==> config.mk <==
export PLATFORM = sky130hd
export DESIGN_NAME = pin_cfg
export DESIGN_NICKNAME = d
export VERILOG_FILES = /design/src/inc/pin_cfg_pkg.sv /design/src/design/pin_cfg.sv
export VERILOG_INCLUDE_DIRS = /design/src /design/src/inc
export SDC_FILE = /design/constraint.sdc
export NUM_CORES = 1
export LEC_CHECK = 0
export BUFFER_PORTS_ARGS = -buffer_cell sky130_fd_sc_hd__buf_2
export CORE_MARGIN = 1
export CORE_UTILIZATION = 32
export CTS_CLUSTER_SIZE = 25
export DETAILED_ROUTE_END_ITERATION = 8
export GPL_TIMING_DRIVEN = 0
export HOLD_SLACK_MARGIN = 0.05
export PLACE_DENSITY = 0.52
export SYNTH_ARGS = -nofsm -noshare
export SYNTH_HDL_FRONTEND = slang
export SYNTH_SLANG_ARGS = --single-unit
==> constraint.sdc <==
create_clock -name CLK -period 4.44 [get_ports CLK]
set_clock_uncertainty 0.05 [all_clocks]
set_input_delay 0.888 -clock CLK [delete_from_list [all_inputs] [get_ports CLK]]
set_output_delay 0.888 -clock CLK [all_outputs]
set_load 0.05 [all_outputs]
==> src/inc/pin_cfg_defines.svh <==
// register offsets, field positions and reset values of the pin drive and function select bank
// assumes a 32-bit avalon-mm slave, one register per aligned word
// Function
// - two-bit level code 00..11 maps to current level 0..3, driven to group
// - first drive register bits 7:6 port b pins 6-4, bits 5:4 pins 3,1,0
// - first drive register bits 3:2 port a pins 7-4, bits 1:0 pins 3-0
// - second drive register bits 3:2 set port c pins 6-4 level
// - second drive register bits 1:0 set port c pins 3-0 level
// - output and input function selection registers choose each shared pin function
// - drive level applies only while pin is a push-pull output
// - direction bit 0 means push-pull output, 1 input; reset to 1
`ifndef PIN_CFG_DEFINES_SVH
`define PIN_CFG_DEFINES_SVH
`define OFS_DRV0 6'h00
`define OFS_DRV1 6'h04
`define OFS_PORT_A_FUNC_SEL_0 6'h08
`define OFS_PORT_A_FUNC_SEL_1 6'h0C
`define OFS_PORT_B_FUNC_SEL_0 6'h10
`define OFS_PORT_B_FUNC_SEL_1 6'h14
`define OFS_PORT_C_FUNC_SEL_0 6'h18
`define OFS_PORT_C_FUNC_SEL_1 6'h1C
`define OFS_PORT_D_FUNC_SEL_0 6'h20
`define OFS_PORT_D_FUNC_SEL_1 6'h24
`define OFS_INPUT_ROUTE_SEL_0 6'h28
`define OFS_INPUT_ROUTE_SEL_1 6'h2C
`define OFS_DIRA 6'h30
`define OFS_DIRB 6'h34
`define OFS_DIRC 6'h38
`define OFS_DIRD 6'h3C
`define MASK_FULL 8'hFF
`define MASK_B1 8'h3F
`define MASK_C1 8'h3F
`define MASK_INPUT_ROUTE_SEL_1 8'h01
`define MASK_DIRB 8'h7F
`define MASK_DIRC 8'h7F
`define RST_SEL 8'h00
`define RST_DIR 8'hFF
`define POS_PB_HI 6
`define POS_PB_LO 4
`define POS_PA_HI 2
`define POS_PA_LO 0
`define POS_PC_HI 2
`define POS_PC_LO 0
`define POS_AUX 6
`endif

==> src/inc/pin_cfg_pkg.sv <==
// types of the pin drive and function select bank
// assumes nothing beyond a synthesizable sv tool
`default_nettype none
package pin_cfg_pkg;
    typedef enum logic [2:0] {
        ST_IDLE = 3'b001,
        ST_ACK = 3'b010,
        ST_DONE = 3'b100
    } bus_state_t;
    typedef struct packed {
        bus_state_t st;
        logic [7:0] drv0;
        logic [7:0] drv1;
        logic [7:0] port_a_func_sel_0;
        logic [7:0] port_a_func_sel_1;
        logic [7:0] port_b_func_sel_0;
        logic [7:0] port_b_func_sel_1;
        logic [7:0] port_c_func_sel_0;
        logic [7:0] port_c_func_sel_1;
        logic [7:0] port_d_func_sel_0;
        logic [7:0] port_d_func_sel_1;
        logic [7:0] input_route_sel_0;
        logic [7:0] input_route_sel_1;
        logic [7:0] dira;
        logic [7:0] dirb;
        logic [7:0] dirc;
        logic [7:0] dird;
        logic [31:0] rdata;
    } state_t;
endpackage
`default_nettype wire

==> src/design/pin_cfg.sv <==
// pin drive-strength and function selection register bank
// assumes an avalon-mm master on CLK; registers at word offsets 0x00..0x3C
`include "pin_cfg_defines.svh"
`default_nettype none
module pin_cfg #(
    parameter int ADDR_W = 6
) (
    input wire logic CLK,
    input wire logic SYS_RST,
    input wire logic [ADDR_W-1:0] AVS_ADDRESS,
    input wire logic AVS_READ,
    input wire logic AVS_WRITE,
    input wire logic [31:0] AVS_WRITEDATA,
    input wire logic [3:0] AVS_BYTEENABLE,
    output logic [31:0] AVS_READDATA,
    output logic AVS_WAITREQUEST,
    output logic [15:0] PA_LEVEL,
    output logic [13:0] PB_LEVEL,
    output logic [13:0] PC_LEVEL,
    output logic [15:0] PD_LEVEL,
    output logic [7:0] PA_OUT_EN_N,
    output logic [6:0] PB_OUT_EN_N,
    output logic [6:0] PC_OUT_EN_N,
    output logic [7:0] PD_OUT_EN_N,
    output logic [7:0] PA_FUNC_SEL0,
    output logic [7:0] PA_FUNC_SEL1,
    output logic [7:0] PB_FUNC_SEL0,
    output logic [7:0] PB_FUNC_SEL1,
    output logic [7:0] PC_FUNC_SEL0,
    output logic [7:0] PC_FUNC_SEL1,
    output logic [7:0] PD_FUNC_SEL0,
    output logic [7:0] PD_FUNC_SEL1,
    output logic [7:0] IN_ROUTE_SEL0,
    output logic [7:0] IN_ROUTE_SEL1,
    output logic [1:0] DRV_AUX_LEVEL
);
    // offsets run up to 0x3C, so a narrower address bus could never match the registers at 0x20 and above
    if (ADDR_W < 6) begin : g_bad_addr_w
        $error("ADDR_W must reach offset 0x3C");
    end

    pin_cfg_pkg::state_t s_reg;
    pin_cfg_pkg::state_t s_next;

    // byte lane 0 carries every register; other lanes are read as zero
    function automatic logic [7:0] wr_merge(input logic [7:0] old, input logic [7:0] mask,
                                            input logic [7:0] wd, input logic be);
        logic [7:0] v;
        v = be ? wd : old;
        return v & mask;
    endfunction

    // a level only reaches the pad driver while the pin is a push-pull output, else level 0
    function automatic logic [1:0] gate_lvl(input logic [1:0] code, input logic dir);
        return dir ? 2'h0 : code;
    endfunction

    // one decode serves both the read mux and the write strobes; 5'h1F means unmapped
    function automatic logic [4:0] reg_sel(input logic [ADDR_W-1:0] adr);
        logic [4:0] n;
        n = 5'h1F;
        if (adr == `OFS_DRV0) n = 5'h00;
        else if (adr == `OFS_DRV1) n = 5'h01;
        else if (adr == `OFS_PORT_A_FUNC_SEL_0) n = 5'h02;
        else if (adr == `OFS_PORT_A_FUNC_SEL_1) n = 5'h03;
        else if (adr == `OFS_PORT_B_FUNC_SEL_0) n = 5'h04;
        else if (adr == `OFS_PORT_B_FUNC_SEL_1) n = 5'h05;
        else if (adr == `OFS_PORT_C_FUNC_SEL_0) n = 5'h06;
        else if (adr == `OFS_PORT_C_FUNC_SEL_1) n = 5'h07;
        else if (adr == `OFS_PORT_D_FUNC_SEL_0) n = 5'h08;
        else if (adr == `OFS_PORT_D_FUNC_SEL_1) n = 5'h09;
        else if (adr == `OFS_INPUT_ROUTE_SEL_0) n = 5'h0A;
        else if (adr == `OFS_INPUT_ROUTE_SEL_1) n = 5'h0B;
        else if (adr == `OFS_DIRA) n = 5'h0C;
        else if (adr == `OFS_DIRB) n = 5'h0D;
        else if (adr == `OFS_DIRC) n = 5'h0E;
        else if (adr == `OFS_DIRD) n = 5'h0F;
        return n;
    endfunction

    logic [4:0] idx;
    logic [7:0] rd8;
    logic [7:0] wd8;
    logic be0;
    assign wd8 = AVS_WRITEDATA[7:0];
    assign be0 = AVS_BYTEENABLE[0];
    always_comb begin
        s_next = s_reg;
        idx = reg_sel(AVS_ADDRESS);
        rd8 = 8'h00;
        // fixed two-cycle answer keeps decode off the readdata path
        case (s_reg.st)
            pin_cfg_pkg::ST_IDLE: begin
                if (AVS_READ || AVS_WRITE) begin
                    s_next.st = pin_cfg_pkg::ST_ACK;
                end
            end
            pin_cfg_pkg::ST_ACK: begin
                s_next.st = pin_cfg_pkg::ST_DONE;
                if (idx == 5'h00) rd8 = s_reg.drv0;
                else if (idx == 5'h01) rd8 = s_reg.drv1;
                else if (idx == 5'h02) rd8 = s_reg.port_a_func_sel_0;
                else if (idx == 5'h03) rd8 = s_reg.port_a_func_sel_1;
                else if (idx == 5'h04) rd8 = s_reg.port_b_func_sel_0;
                else if (idx == 5'h05) rd8 = s_reg.port_b_func_sel_1;
                else if (idx == 5'h06) rd8 = s_reg.port_c_func_sel_0;
                else if (idx == 5'h07) rd8 = s_reg.port_c_func_sel_1;
                else if (idx == 5'h08) rd8 = s_reg.port_d_func_sel_0;
                else if (idx == 5'h09) rd8 = s_reg.port_d_func_sel_1;
                else if (idx == 5'h0A) rd8 = s_reg.input_route_sel_0;
                else if (idx == 5'h0B) rd8 = s_reg.input_route_sel_1;
                else if (idx == 5'h0C) rd8 = s_reg.dira;
                else if (idx == 5'h0D) rd8 = s_reg.dirb;
                else if (idx == 5'h0E) rd8 = s_reg.dirc;
                else if (idx == 5'h0F) rd8 = s_reg.dird;
                s_next.rdata = {24'h000000, rd8};
                if (AVS_WRITE) begin
                    // unmapped writes are accepted and dropped
                    if (idx == 5'h00) s_next.drv0 = wr_merge(s_reg.drv0, `MASK_FULL, wd8, be0);
                    else if (idx == 5'h01) s_next.drv1 = wr_merge(s_reg.drv1, `MASK_FULL, wd8, be0);
                    else if (idx == 5'h02) s_next.port_a_func_sel_0 = wr_merge(s_reg.port_a_func_sel_0, `MASK_FULL, wd8, be0);
                    else if (idx == 5'h03) s_next.port_a_func_sel_1 = wr_merge(s_reg.port_a_func_sel_1, `MASK_FULL, wd8, be0);
                    else if (idx == 5'h04) s_next.port_b_func_sel_0 = wr_merge(s_reg.port_b_func_sel_0, `MASK_FULL, wd8, be0);
                    else if (idx == 5'h05) s_next.port_b_func_sel_1 = wr_merge(s_reg.port_b_func_sel_1, `MASK_B1, wd8, be0);
                    else if (idx == 5'h06) s_next.port_c_func_sel_0 = wr_merge(s_reg.port_c_func_sel_0, `MASK_FULL, wd8, be0);
                    else if (idx == 5'h07) s_next.port_c_func_sel_1 = wr_merge(s_reg.port_c_func_sel_1, `MASK_C1, wd8, be0);
                    else if (idx == 5'h08) s_next.port_d_func_sel_0 = wr_merge(s_reg.port_d_func_sel_0, `MASK_FULL, wd8, be0);
                    else if (idx == 5'h09) s_next.port_d_func_sel_1 = wr_merge(s_reg.port_d_func_sel_1, `MASK_FULL, wd8, be0);
                    else if (idx == 5'h0A) s_next.input_route_sel_0 = wr_merge(s_reg.input_route_sel_0, `MASK_FULL, wd8, be0);
                    else if (idx == 5'h0B) s_next.input_route_sel_1 = wr_merge(s_reg.input_route_sel_1, `MASK_INPUT_ROUTE_SEL_1, wd8, be0);
                    else if (idx == 5'h0C) s_next.dira = wr_merge(s_reg.dira, `MASK_FULL, wd8, be0);
                    else if (idx == 5'h0D) s_next.dirb = wr_merge(s_reg.dirb, `MASK_DIRB, wd8, be0);
                    else if (idx == 5'h0E) s_next.dirc = wr_merge(s_reg.dirc, `MASK_DIRC, wd8, be0);
                    else if (idx == 5'h0F) s_next.dird = wr_merge(s_reg.dird, `MASK_FULL, wd8, be0);
                end
            end
            pin_cfg_pkg::ST_DONE: begin
                s_next.st = pin_cfg_pkg::ST_IDLE;
            end
            default: begin
                s_next.st = pin_cfg_pkg::ST_IDLE;
            end
        endcase
    end

    // per-pin level codes, from the register being written this cycle so outputs stay registered
    logic [1:0] code_a [8];
    logic [1:0] code_b [7];
    logic [1:0] code_c [7];
    genvar g;
    generate
        for (g = 0; g < 8; g++) begin : g_a
            assign code_a[g] = (g >= 4) ? s_next.drv0[`POS_PA_HI+:2] : s_next.drv0[`POS_PA_LO+:2];
        end
        for (g = 0; g < 7; g++) begin : g_b
            // pin 2 has no drive field; it sits at level 0
            assign code_b[g] = (g >= 4) ? s_next.drv0[`POS_PB_HI+:2] :
                               (g == 2) ? 2'h0 : s_next.drv0[`POS_PB_LO+:2];
        end
        for (g = 0; g < 7; g++) begin : g_c
            assign code_c[g] = (g >= 4) ? s_next.drv1[`POS_PC_HI+:2] : s_next.drv1[`POS_PC_LO+:2];
        end
    endgenerate

    always_ff @(posedge CLK) begin
        if (SYS_RST) begin
            s_reg <= '0;
            s_reg.st <= pin_cfg_pkg::ST_IDLE;
            s_reg.drv0 <= `RST_SEL;
            s_reg.drv1 <= `RST_SEL;
            s_reg.dira <= `RST_DIR;
            s_reg.dirb <= `RST_DIR & `MASK_DIRB;
            s_reg.dirc <= `RST_DIR & `MASK_DIRC;
            s_reg.dird <= `RST_DIR;
            AVS_WAITREQUEST <= 1'b1;
            AVS_READDATA <= 32'h00000000;
            PA_LEVEL <= 16'h0000;
            PB_LEVEL <= 14'h0000;
            PC_LEVEL <= 14'h0000;
            PD_LEVEL <= 16'h0000;
            PA_OUT_EN_N <= 8'hFF;
            PB_OUT_EN_N <= 7'h7F;
            PC_OUT_EN_N <= 7'h7F;
            PD_OUT_EN_N <= 8'hFF;
            PA_FUNC_SEL0 <= 8'h00;
            PA_FUNC_SEL1 <= 8'h00;
            PB_FUNC_SEL0 <= 8'h00;
            PB_FUNC_SEL1 <= 8'h00;
            PC_FUNC_SEL0 <= 8'h00;
            PC_FUNC_SEL1 <= 8'h00;
            PD_FUNC_SEL0 <= 8'h00;
            PD_FUNC_SEL1 <= 8'h00;
            IN_ROUTE_SEL0 <= 8'h00;
            IN_ROUTE_SEL1 <= 8'h00;
            DRV_AUX_LEVEL <= 2'h0;
        end else begin
            s_reg <= s_next;
            AVS_WAITREQUEST <= (s_next.st != pin_cfg_pkg::ST_DONE);
            AVS_READDATA <= s_next.rdata;
            for (int i = 0; i < 8; i++) begin
                PA_LEVEL[2*i+:2] <= gate_lvl(code_a[i], s_next.dira[i]);
                PD_LEVEL[2*i+:2] <= 2'h0;
            end
            for (int i = 0; i < 7; i++) begin
                PB_LEVEL[2*i+:2] <= gate_lvl(code_b[i], s_next.dirb[i]);
                PC_LEVEL[2*i+:2] <= gate_lvl(code_c[i], s_next.dirc[i]);
            end
            PA_OUT_EN_N <= s_next.dira;
            PB_OUT_EN_N <= s_next.dirb[6:0];
            PC_OUT_EN_N <= s_next.dirc[6:0];
            PD_OUT_EN_N <= s_next.dird;
            // selections go straight to the pad muxes
            PA_FUNC_SEL0 <= s_next.port_a_func_sel_0;
            PA_FUNC_SEL1 <= s_next.port_a_func_sel_1;
            PB_FUNC_SEL0 <= s_next.port_b_func_sel_0;
            PB_FUNC_SEL1 <= s_next.port_b_func_sel_1;
            PC_FUNC_SEL0 <= s_next.port_c_func_sel_0;
            PC_FUNC_SEL1 <= s_next.port_c_func_sel_1;
            PD_FUNC_SEL0 <= s_next.port_d_func_sel_0;
            PD_FUNC_SEL1 <= s_next.port_d_func_sel_1;
            IN_ROUTE_SEL0 <= s_next.input_route_sel_0;
            IN_ROUTE_SEL1 <= s_next.input_route_sel_1;
            // group for this code is unknown, so it is only exported
            DRV_AUX_LEVEL <= s_next.drv1[`POS_AUX+:2];
        end
    end

    // bits 5:4 of the second drive register are plain storage; software must leave them alone

    property p_wait_two;
        @(posedge CLK) disable iff (SYS_RST)
            $rose(AVS_READ || AVS_WRITE) && s_reg.st == pin_cfg_pkg::ST_IDLE |-> AVS_WAITREQUEST ##2 !AVS_WAITREQUEST;
    endproperty
    a_wait_two: assert property (p_wait_two) else $error("waitrequest did not drop two cycles after request");
    property p_wait_one;
        @(posedge CLK) disable iff (SYS_RST) !AVS_WAITREQUEST |=> AVS_WAITREQUEST;
    endproperty
    a_wait_one: assert property (p_wait_one) else $error("waitrequest low for more than one cycle");
    property p_rdata_hi;
        @(posedge CLK) disable iff (SYS_RST) AVS_READDATA[31:8] == 24'h000000;
    endproperty
    a_rdata_hi: assert property (p_rdata_hi) else $error("read data upper lanes not zero");
    property p_pb1_mask;
        @(posedge CLK) disable iff (SYS_RST) s_reg.port_b_func_sel_1[7:6] == 2'h0 && s_reg.port_c_func_sel_1[7:6] == 2'h0
            && s_reg.input_route_sel_1[7:1] == 7'h00;
    endproperty
    a_pb1_mask: assert property (p_pb1_mask) else $error("unimplemented select bits set");
    property p_lvl_a;
        @(posedge CLK) disable iff (SYS_RST) !s_reg.dira[0] |-> PA_LEVEL[1:0] == s_reg.drv0[1:0];
    endproperty
    a_lvl_a: assert property (p_lvl_a) else $error("port a low level wrong");
    property p_lvl_b;
        @(posedge CLK) disable iff (SYS_RST) !s_reg.dirb[6] |-> PB_LEVEL[13:12] == s_reg.drv0[7:6];
    endproperty
    a_lvl_b: assert property (p_lvl_b) else $error("port b upper level wrong");
    property p_lvl_c;
        @(posedge CLK) disable iff (SYS_RST) !s_reg.dirc[5] |-> PC_LEVEL[11:10] == s_reg.drv1[3:2];
    endproperty
    a_lvl_c: assert property (p_lvl_c) else $error("port c upper level wrong");
    property p_lvl_c0;
        @(posedge CLK) disable iff (SYS_RST) !s_reg.dirc[0] |-> PC_LEVEL[1:0] == s_reg.drv1[1:0];
    endproperty
    a_lvl_c0: assert property (p_lvl_c0) else $error("port c lower level wrong");
    property p_input_zero;
        @(posedge CLK) disable iff (SYS_RST) s_reg.dira[7] |-> PA_LEVEL[15:14] == 2'h0;
    endproperty
    a_input_zero: assert property (p_input_zero) else $error("level on input pin");
    property p_dir_out;
        @(posedge CLK) disable iff (SYS_RST) PA_OUT_EN_N == s_reg.dira && PB_OUT_EN_N == s_reg.dirb[6:0];
    endproperty
    a_dir_out: assert property (p_dir_out) else $error("direction output mismatch");
    property p_sel;
        @(posedge CLK) disable iff (SYS_RST) PA_FUNC_SEL0 == s_reg.port_a_func_sel_0 && IN_ROUTE_SEL1 == s_reg.input_route_sel_1;
    endproperty
    a_sel: assert property (p_sel) else $error("selection output mismatch");
    property p_aux;
        @(posedge CLK) disable iff (SYS_RST) DRV_AUX_LEVEL == s_reg.drv1[7:6];
    endproperty
    a_aux: assert property (p_aux) else $error("aux level mismatch");
    // the accept edge already sees the stored value, since the write lands one edge earlier
    property p_write_lands;
        @(posedge CLK) disable iff (SYS_RST) AVS_WRITE && !AVS_WAITREQUEST && AVS_ADDRESS == `OFS_DRV0
            && AVS_BYTEENABLE[0] |-> s_reg.drv0 == AVS_WRITEDATA[7:0];
    endproperty
    a_write_lands: assert property (p_write_lands) else $error("drive register 0 write lost");
    property p_drv1_lands;
        @(posedge CLK) disable iff (SYS_RST) AVS_WRITE && !AVS_WAITREQUEST && AVS_ADDRESS == `OFS_DRV1
            && AVS_BYTEENABLE[0] |-> s_reg.drv1 == AVS_WRITEDATA[7:0];
    endproperty
    a_drv1_lands: assert property (p_drv1_lands) else $error("drive register 1 write lost");
    property p_be_keep;
        @(posedge CLK) disable iff (SYS_RST) AVS_WRITE && !AVS_WAITREQUEST && !AVS_BYTEENABLE[0]
            |-> $stable(PA_FUNC_SEL0) && $stable(PA_LEVEL);
    endproperty
    a_be_keep: assert property (p_be_keep) else $error("write without lane 0 changed state");
    property p_lvl_a_hi;
        @(posedge CLK) disable iff (SYS_RST) !s_reg.dira[4] |-> PA_LEVEL[9:8] == s_reg.drv0[3:2];
    endproperty
    a_lvl_a_hi: assert property (p_lvl_a_hi) else $error("port a upper level wrong");
    property p_lvl_b_lo;
        @(posedge CLK) disable iff (SYS_RST) !s_reg.dirb[0] |-> PB_LEVEL[1:0] == s_reg.drv0[5:4];
    endproperty
    a_lvl_b_lo: assert property (p_lvl_b_lo) else $error("port b pin 0 level wrong");
    property p_lvl_b_mid;
        @(posedge CLK) disable iff (SYS_RST) !s_reg.dirb[3] |-> PB_LEVEL[7:6] == s_reg.drv0[5:4];
    endproperty
    a_lvl_b_mid: assert property (p_lvl_b_mid) else $error("port b pin 3 level wrong");
    property p_pb2_zero;
        @(posedge CLK) disable iff (SYS_RST) PB_LEVEL[5:4] == 2'h0;
    endproperty
    a_pb2_zero: assert property (p_pb2_zero) else $error("port b pin 2 has a level");
    property p_lvl_c6;
        @(posedge CLK) disable iff (SYS_RST) !s_reg.dirc[6] |-> PC_LEVEL[13:12] == s_reg.drv1[3:2];
    endproperty
    a_lvl_c6: assert property (p_lvl_c6) else $error("port c pin 6 level wrong");
    property p_lvl_c3;
        @(posedge CLK) disable iff (SYS_RST) !s_reg.dirc[3] |-> PC_LEVEL[7:6] == s_reg.drv1[1:0];
    endproperty
    a_lvl_c3: assert property (p_lvl_c3) else $error("port c pin 3 level wrong");
    property p_in_b;
        @(posedge CLK) disable iff (SYS_RST) s_reg.dirb[6] |-> PB_LEVEL[13:12] == 2'h0;
    endproperty
    a_in_b: assert property (p_in_b) else $error("level on port b input pin");
    property p_in_c;
        @(posedge CLK) disable iff (SYS_RST) s_reg.dirc[0] |-> PC_LEVEL[1:0] == 2'h0;
    endproperty
    a_in_c: assert property (p_in_c) else $error("level on port c input pin");
    property p_dir_cd;
        @(posedge CLK) disable iff (SYS_RST) PC_OUT_EN_N == s_reg.dirc[6:0] && PD_OUT_EN_N == s_reg.dird;
    endproperty
    a_dir_cd: assert property (p_dir_cd) else $error("port c or d direction mismatch");
    property p_sel_b;
        @(posedge CLK) disable iff (SYS_RST) PB_FUNC_SEL0 == s_reg.port_b_func_sel_0 && PB_FUNC_SEL1 == s_reg.port_b_func_sel_1;
    endproperty
    a_sel_b: assert property (p_sel_b) else $error("port b selection mismatch");
    property p_sel_c;
        @(posedge CLK) disable iff (SYS_RST) PC_FUNC_SEL0 == s_reg.port_c_func_sel_0 && PC_FUNC_SEL1 == s_reg.port_c_func_sel_1;
    endproperty
    a_sel_c: assert property (p_sel_c) else $error("port c selection mismatch");
    property p_sel_d;
        @(posedge CLK) disable iff (SYS_RST) PD_FUNC_SEL0 == s_reg.port_d_func_sel_0 && PD_FUNC_SEL1 == s_reg.port_d_func_sel_1;
    endproperty
    a_sel_d: assert property (p_sel_d) else $error("port d selection mismatch");
    property p_sel_a1;
        @(posedge CLK) disable iff (SYS_RST) PA_FUNC_SEL1 == s_reg.port_a_func_sel_1 && IN_ROUTE_SEL0 == s_reg.input_route_sel_0;
    endproperty
    a_sel_a1: assert property (p_sel_a1) else $error("port a or input route selection mismatch");
    c_write: cover property (@(posedge CLK) AVS_WRITE && !AVS_WAITREQUEST);
    c_read: cover property (@(posedge CLK) AVS_READ && !AVS_WAITREQUEST && AVS_READDATA != 32'h0);
    c_maxlvl: cover property (@(posedge CLK) PA_LEVEL[1:0] == 2'h3);
    c_pb_max: cover property (@(posedge CLK) PB_LEVEL[13:12] == 2'h3);
    c_pc_max: cover property (@(posedge CLK) PC_LEVEL[1:0] == 2'h3);
endmodule
`default_nettype wire

Word-level counts from Yosys, hierarchy flattened. Index checks and enable logic that the tools add are counted.

Register bits after elaboration: 173. Input port bits: 46. Output and inout bits: 205. Logic and storage cells: 212.

Eq/ne operators: 33. Mux-type cells: 83. Bitwise operators: 15. Reductions and logical operators: 37.

Operators with widths (number): 2-to-1 mux 8 bit (39); 2-to-1 mux 160 bit (1); 2-to-1 mux 128 bit (1); 2-to-1 mux 120 bit (1); 2-to-1 mux 112 bit (1); 2-to-1 mux 104 bit (1); 2-to-1 mux 96 bit (1); 2-to-1 mux 86 bit (1); 2-to-1 mux 5 bit (16); 2-to-1 mux 80 bit (1); 2-to-1 mux 70 bit (1); 2-to-1 mux 64 bit (1); 2-to-1 mux 56 bit (1); == test 6 bit, second input constant (8); 2-to-1 mux 48 bit (1); OR reduction 2 bit (21); == test 5 x 4 -> 1 bit, second input constant (8); 2-to-1 mux 33 bit (1); 2-to-1 mux 32 bit (1); 2-to-1 mux 7 bit (4); == test 6 x 5 -> 1 bit, second input constant (4); 2-to-1 mux 6 bit (4); 2-to-1 mux 23 bit (1); == test 5 x 3 -> 1 bit, second input constant (4); other kinds (28) (45).

Depth between registers and ports, before layout.
Depth in word-level cells: 37. Mapped depth: 8. Gate-level depth less buffers: 6.

Least setup slack after synthesis. No wires, ideal clock.

Kind: input port to flip-flop. From: input AVS_ADDRESS[0]. To: register PC_LEVEL[0]. Library setup time: 0.115 ns. Arrival time: 2.752 ns. Required time: 4.275 ns. Setup slack: 1.524 ns. Stages: 7. Buffers on the path: 2. Path through: buf_2 or4_4 buf_6 nor4_4 mux2i_1 nor2_4 and2_1.

Cells in the longest elaborated chain, start to end: 36. Elaborated cells on any way between the ends: 66. Classes of those cells: eq/ne (29); mux (34); reduce/logical (3).

Ends and longest elaborated chain: start: declaration (line pin_cfg.sv:10) `input wire logic [ADDR_W-1:0] AVS_ADDRESS,`; == test 6 bit (no line); 2-to-1 mux 5 bit (line pin_cfg.sv:77) `` else if (adr == `OFS_DIRD) n = 5'h0F; ``; 2-to-1 mux 5 bit (line pin_cfg.sv:76) `` else if (adr == `OFS_DIRC) n = 5'h0E; ``; 2-to-1 mux 5 bit (line pin_cfg.sv:75) `` else if (adr == `OFS_DIRB) n = 5'h0D; ``; 2-to-1 mux 5 bit (line pin_cfg.sv:74) `` else if (adr == `OFS_DIRA) n = 5'h0C; ``; 2-to-1 mux 5 bit (line pin_cfg.sv:73) `` else if (adr == `OFS_INPUT_ROUTE_SEL_1) n = 5'h0B; ``; 2-to-1 mux 5 bit (line pin_cfg.sv:72) `` else if (adr == `OFS_INPUT_ROUTE_SEL_0) n = 5'h0A; ``; 2-to-1 mux 5 bit (line pin_cfg.sv:71) `` else if (adr == `OFS_PORT_D_FUNC_SEL_1) n = 5'h09; ``; [20 not listed]; 2-to-1 mux 86 bit (line pin_cfg.sv:123) `` else if (idx == 5'h04) s_next.port_b_func_sel_0 = wr_merge(s_reg.port_b_func_sel_0, `MASK_FULL, wd8, be0); ``; 2-to-1 mux 96 bit (line pin_cfg.sv:122) `` else if (idx == 5'h03) s_next.port_a_func_sel_1 = wr_merge(s_reg.port_a_func_sel_1, `MASK_FULL, wd8, be0); ``; 2-to-1 mux 104 bit (line pin_cfg.sv:121) `` else if (idx == 5'h02) s_next.port_a_func_sel_0 = wr_merge(s_reg.port_a_func_sel_0, `MASK_FULL, wd8, be0); ``; 2-to-1 mux 112 bit (line pin_cfg.sv:120) `` else if (idx == 5'h01) s_next.drv1 = wr_merge(s_reg.drv1, `MASK_FULL, wd8, be0); ``; 2-to-1 mux 120 bit (*) (line pin_cfg.sv:119) `` if (idx == 5'h00) s_next.drv0 = wr_merge(s_reg.drv0, `MASK_FULL, wd8, be0); ``; 2-to-1 mux 128 bit (*) (line pin_cfg.sv:117) `if (AVS_WRITE) begin`; 2-to-1 mux 160 bit (*) (line pin_cfg.sv:92) `case (s_reg.st)`; OR reduction 2 bit (no line); end signal: indexed assignment (line pin_cfg.sv:206) `PC_LEVEL[2*i+:2] <= gate_lvl(code_c[i], s_next.dirc[i]);`; end: declaration (line pin_cfg.sv:19) `output logic [13:0] PC_LEVEL,`.

Every way passes the cells marked *; elsewhere a longest branch is shown, timed or not. A chain may end at the register's enable or synchronous reset.

Worst setup path in the final report.
From: input AVS_ADDRESS[2]. To: register s_reg[5] (netlist bit).

Cells in the longest elaborated chain, start to end: 34. Elaborated cells on any way between the ends: 64. Classes of those cells: eq/ne (30); mux (32); reduce/logical (2).

Ends and longest elaborated chain: == test 6 bit (no line); 2-to-1 mux 5 bit (line pin_cfg.sv:77); 2-to-1 mux 5 bit (line pin_cfg.sv:76); 2-to-1 mux 5 bit (line pin_cfg.sv:75); 2-to-1 mux 5 bit (line pin_cfg.sv:74); 2-to-1 mux 5 bit (line pin_cfg.sv:73); 2-to-1 mux 5 bit (line pin_cfg.sv:72); 2-to-1 mux 5 bit (line pin_cfg.sv:71); [18 not listed]; 2-to-1 mux 8 bit (line pin_cfg.sv:107) `else if (idx == 5'h07) rd8 = s_reg.port_c_func_sel_1;`; 2-to-1 mux 8 bit (line pin_cfg.sv:106) `else if (idx == 5'h06) rd8 = s_reg.port_c_func_sel_0;`; 2-to-1 mux 8 bit (line pin_cfg.sv:105) `else if (idx == 5'h05) rd8 = s_reg.port_b_func_sel_1;`; 2-to-1 mux 8 bit (line pin_cfg.sv:104) `else if (idx == 5'h04) rd8 = s_reg.port_b_func_sel_0;`; 2-to-1 mux 8 bit (line pin_cfg.sv:103) `else if (idx == 5'h03) rd8 = s_reg.port_a_func_sel_1;`; 2-to-1 mux 8 bit (line pin_cfg.sv:102) `else if (idx == 5'h02) rd8 = s_reg.port_a_func_sel_0;`; 2-to-1 mux 8 bit (line pin_cfg.sv:101) `else if (idx == 5'h01) rd8 = s_reg.drv1;`; 2-to-1 mux 8 bit (*) (line pin_cfg.sv:100) `if (idx == 5'h00) rd8 = s_reg.drv0;`; end signal: assignment (line pin_cfg.sv:197) `s_reg <= s_next;`; end: declaration (line pin_cfg.sv:42) `pin_cfg_pkg::state_t s_reg;`.

Marked as above.

==> metrics list <==
- Result of the run: finished, final reports clean
- Top-count cell post-synth: dfxtp_1
* Combined area of all synthesized cells: between 8000 and 9000 um^2
- Compared with the post-synthesis result, the final layout area differs by 24.8%.
- Post-CTS repair changed the size of 0 cells.
- The first detailed-routing pass ran for 5 iterations.
- In this run the tightest slew margin relative to its limit is 0.224.
- CP required: about 4.7 ns
- In this run, synthesis inferred 0 flip-flops with an integrated enable.
* Flops & latches, synth: 169
- In the routed design, unresolved DRC markers number 0.
* Total via count after detailed routing: approximately 6800
- STA classifies the critical path endpoint as a register.
* Aggregate routed wire length: 28700 um
- Crit-path slowest cell: clkbuf_1
* Post-CTS setup buffers: 0
- Summing all flip-flop and latch instances after layout gives 3380 um^2.
- Setup violations, final: 0
- The register with the most flip-flops in the layout has 124 of them.
- After routing, the total negative slack on setup checks comes to 0 ns.
- Max Cap Viol: 0
- H-tree levels: 4
- Entering global routing, the biggest net connects 19 pins.
- Gr busiest metal: met2
- Of all flip-flops after synthesis, the portion carrying an async set or reset was 0.
* CP Cell Sequence: buf_2, clkbuf_1, buf_2, clkbuf_1, clkbuf_1, a221oi_1, a21boi_0, a21oi_1
* Max Fclk: 0.282 GHz
- By instance count, the cell type seen most on the critical path is clkbuf_1.
* Count of synthesis-stage warnings from yosys: 0
- At the later pin of the worst-skew pair, clock insertion delay measures 0.44 ns.
* Setup slack after placement: 0.512 ns
- The worst setup path is launched from an input pin.
- Total power divided by cell area: ~330 nW/um^2
- Along the worst hold path, the cell count comes to 1.
- GR met2 Demand/Resource: 0.350
- The final layout contains 1173 nets.
* Starting DRT DRC Count: 500
- Total congestion overflow after global routing: 0
* Global-route wire length before repair: about 42000 um
- The path class of the tightest hold or removal check is register to register.
- Slew at the pin with the worst max-slew slack: between 1 and 1.5 ns
- At the end of routability-driven placement, the weighted congestion stood at 0.933.
- From left edge to right edge, the die measures ~160 um.
- The number of hold-slack violations in the final timing report is 0.
- Slowest cell delay on critical path: 0.61 ns
* Antenna diode count: 0
- Leading area contributor after synthesis: dfxtp_1
* Worst ir drop on vdd: 0.220 mV
- Initial Utilization: 0.327
* Post-route clock period utilization: 0.799
- In this run the mean area of a mapped cell was ~9.3 um^2.
* Clock tree from TritonCTS: built
- The number of hold buffers added after CTS was 0.
- Port buffer count: 167
* Post-synth top flop: dfxtp_1
- After filler insertion, the fill cell instance count of the layout stands at roughly 2600.
* Gate Count Post-Synth: 889
- Clock root buffer: clkbuf_16
* Share of cells above drive strength 1: 0.355
- Clock transition at path regs: around 0.07 ns
- Initial antenna violation count: 0
- CTS Buf Count: 17
* Slew Limit Fails: 0
- Hold is met by between 0.4 and 0.5 ns.
- Most used standard cells in the synthesized netlist: dfxtp_1, buf_4, mux2i_1
- Standby leakage power: 0.00438 uW
* Multi-input combinational cell area: between 3000 and 4000 um^2
- Flop-to-flop setup slack: 1.31 ns
- GRT Util Overall: 0.219
- The worst register-to-register path has a depth of 5.
* Number of ports placed on the die boundary: approximately 250
- Reg-to-reg critical path endpoint: s_reg[94]
- The share of synthesized area in the top cell type comes to 0.411.
- CP Launch Point: AVS_ADDRESS[2]
- Setup repair after global routing left no endpoint under its margin.
- The worst register-to-register path begins at s_reg[161].
* Bufs on Longest Clock Path: 2
- Using the TritonRoute via totals, the vias-per-cell ratio works out to 4.65.
* Grt met1 use: 0.305
- After floorplanning, the core was sized to cover 25200 um^2.
* Top area cells in the synthesized netlist: dfxtp_1, buf_4, mux2i_1
- Critical path data arrival time: 3.80 ns
- Critical path destination: s_reg[5]
* Post-layout minimum cycle time: between 3 and 4 ns
- For this run, the share of the core covered by cells in the final layout is 0.408.
- Number of global-route vias before repair: around 6500
* Placement row count: 58
- Unique cell type count in the Yosys netlist: between 50 and 60
* Routed Antenna Nets: 0
- Detailed placement ended at an HPWL of 22000 um.
- Worst-case setup margin in the final layout: 0.891 ns
* Critical Setup Path Class: input pin to register
* Global-route met3 utilization: 0.0341
- The die covers around 26000 um^2.
* # clock sinks: 169
* Seq/Total Area, Yosys: 0.411
- The floorplan step set the die height to around 160 um.
- Critical Path Fanout Max: 10
* Wire length per cell after detailed routing: between 15 and 20 um
[worst min-delay path by stage]
stage	endpoint	start
2_1_floorplan	s_reg[148]	s_reg[148]
3_3_place_gp	s_reg[148]	s_reg[148]
3_5_place_dp	s_reg[148]	s_reg[148]
4_1_cts	s_reg[161]	s_reg[160]
5_1_grt	s_reg[161]	s_reg[160]
6_report	s_reg[161]	s_reg[160]
[cells by family after synthesis]
group	after synthesis	share of synthesized area
simple gates	263	0.159
buf+inv	222	0.179
flops	169	0.411
mux	127	0.165
compound gates	107	0.0850
other cells	1	0.000456
[cell usage in the layout (no fill, tap or decap), drive strengths merged, types with 2 or more instances in the layout]
| cell type | n |
|---|---|
| mux4 | 7 |
| nand4 | 2 |
| a32oi | 3 |
| clkbuf | 59 |
| o22ai | 4 |
| a21oi | 27 |
| a2bb2oi | 4 |
| nand3b | 2 |
| a22oi | 4 |
| nand2 | 57 |
| conb | 53 |
| a211oi | 2 |
| nor4b | 2 |
| a221oi | 6 |
| o32ai | 2 |
| nor4 | 3 |
| buf | 342 |
| nand3 | 9 |
| o21ai | 34 |
| o211ai | 3 |
| or3 | 4 |
| or4b | 2 |
| nand2b | 5 |
| nor2 | 126 |
| mux2i | 119 |
| o2111a | 2 |
| nor3 | 8 |
| a32o | 6 |
| o221ai | 4 |
| and3b | 3 |
| and2 | 27 |
| clkinv | 5 |
| nor2b | 6 |
| inv | 12 |
| clkinvlp | 3 |
| a21o | 2 |
| dfxtp | 169 |
[through the flow]
| step | power, uW | area [um^2] | instances |
|---|---|---|---|
| final | 3360 | 10300 | 1470 |
| after global routing | 3450 | 10300 | 1470 |
| after CTS | 3380 | 10300 | 1470 |
| after detailed placement | 1890 | 9670 | 1438 |
| after global placement | 1890 | 9670 | 1438 |
| after floorplan | 1810 | 8420 | 941 |
[where the power goes]
group          internal, uW  switching, uW  total [uW]
Combinational          83.2            252         335
Sequential             1520           4.98        1530
Clock                   769            729        1500
[worst max-delay path, delay by kind of cell]
| kind | cells | cell delay (ns) |
|---|---|---|
| buffers and inverters | 5 | 2.19 |
| AO/OA/AOI/OAI | 3 | 0.69 |
[layout make-up]
type,count,area share
Multi-Input combinational cell,550,0.347
Sequential cell,169,0.330
Buffer,216,0.141
Timing Repair Buffer,167,0.0814
Clock buffer,18,0.0428
Tap cell,330,0.0402
Clock inverter,14,0.0152
Inverter,6,0.00219
[metal layers]
layer | vias up | part of all wire
li1 | 3286 | -
met4 | 0 | 0.015
met2 | 250 | 0.46
met5 | - | 0
met3 | 30 | 0.057
met1 | 3269 | 0.47
Note: power is estimated with default switching activity, not from simulation.
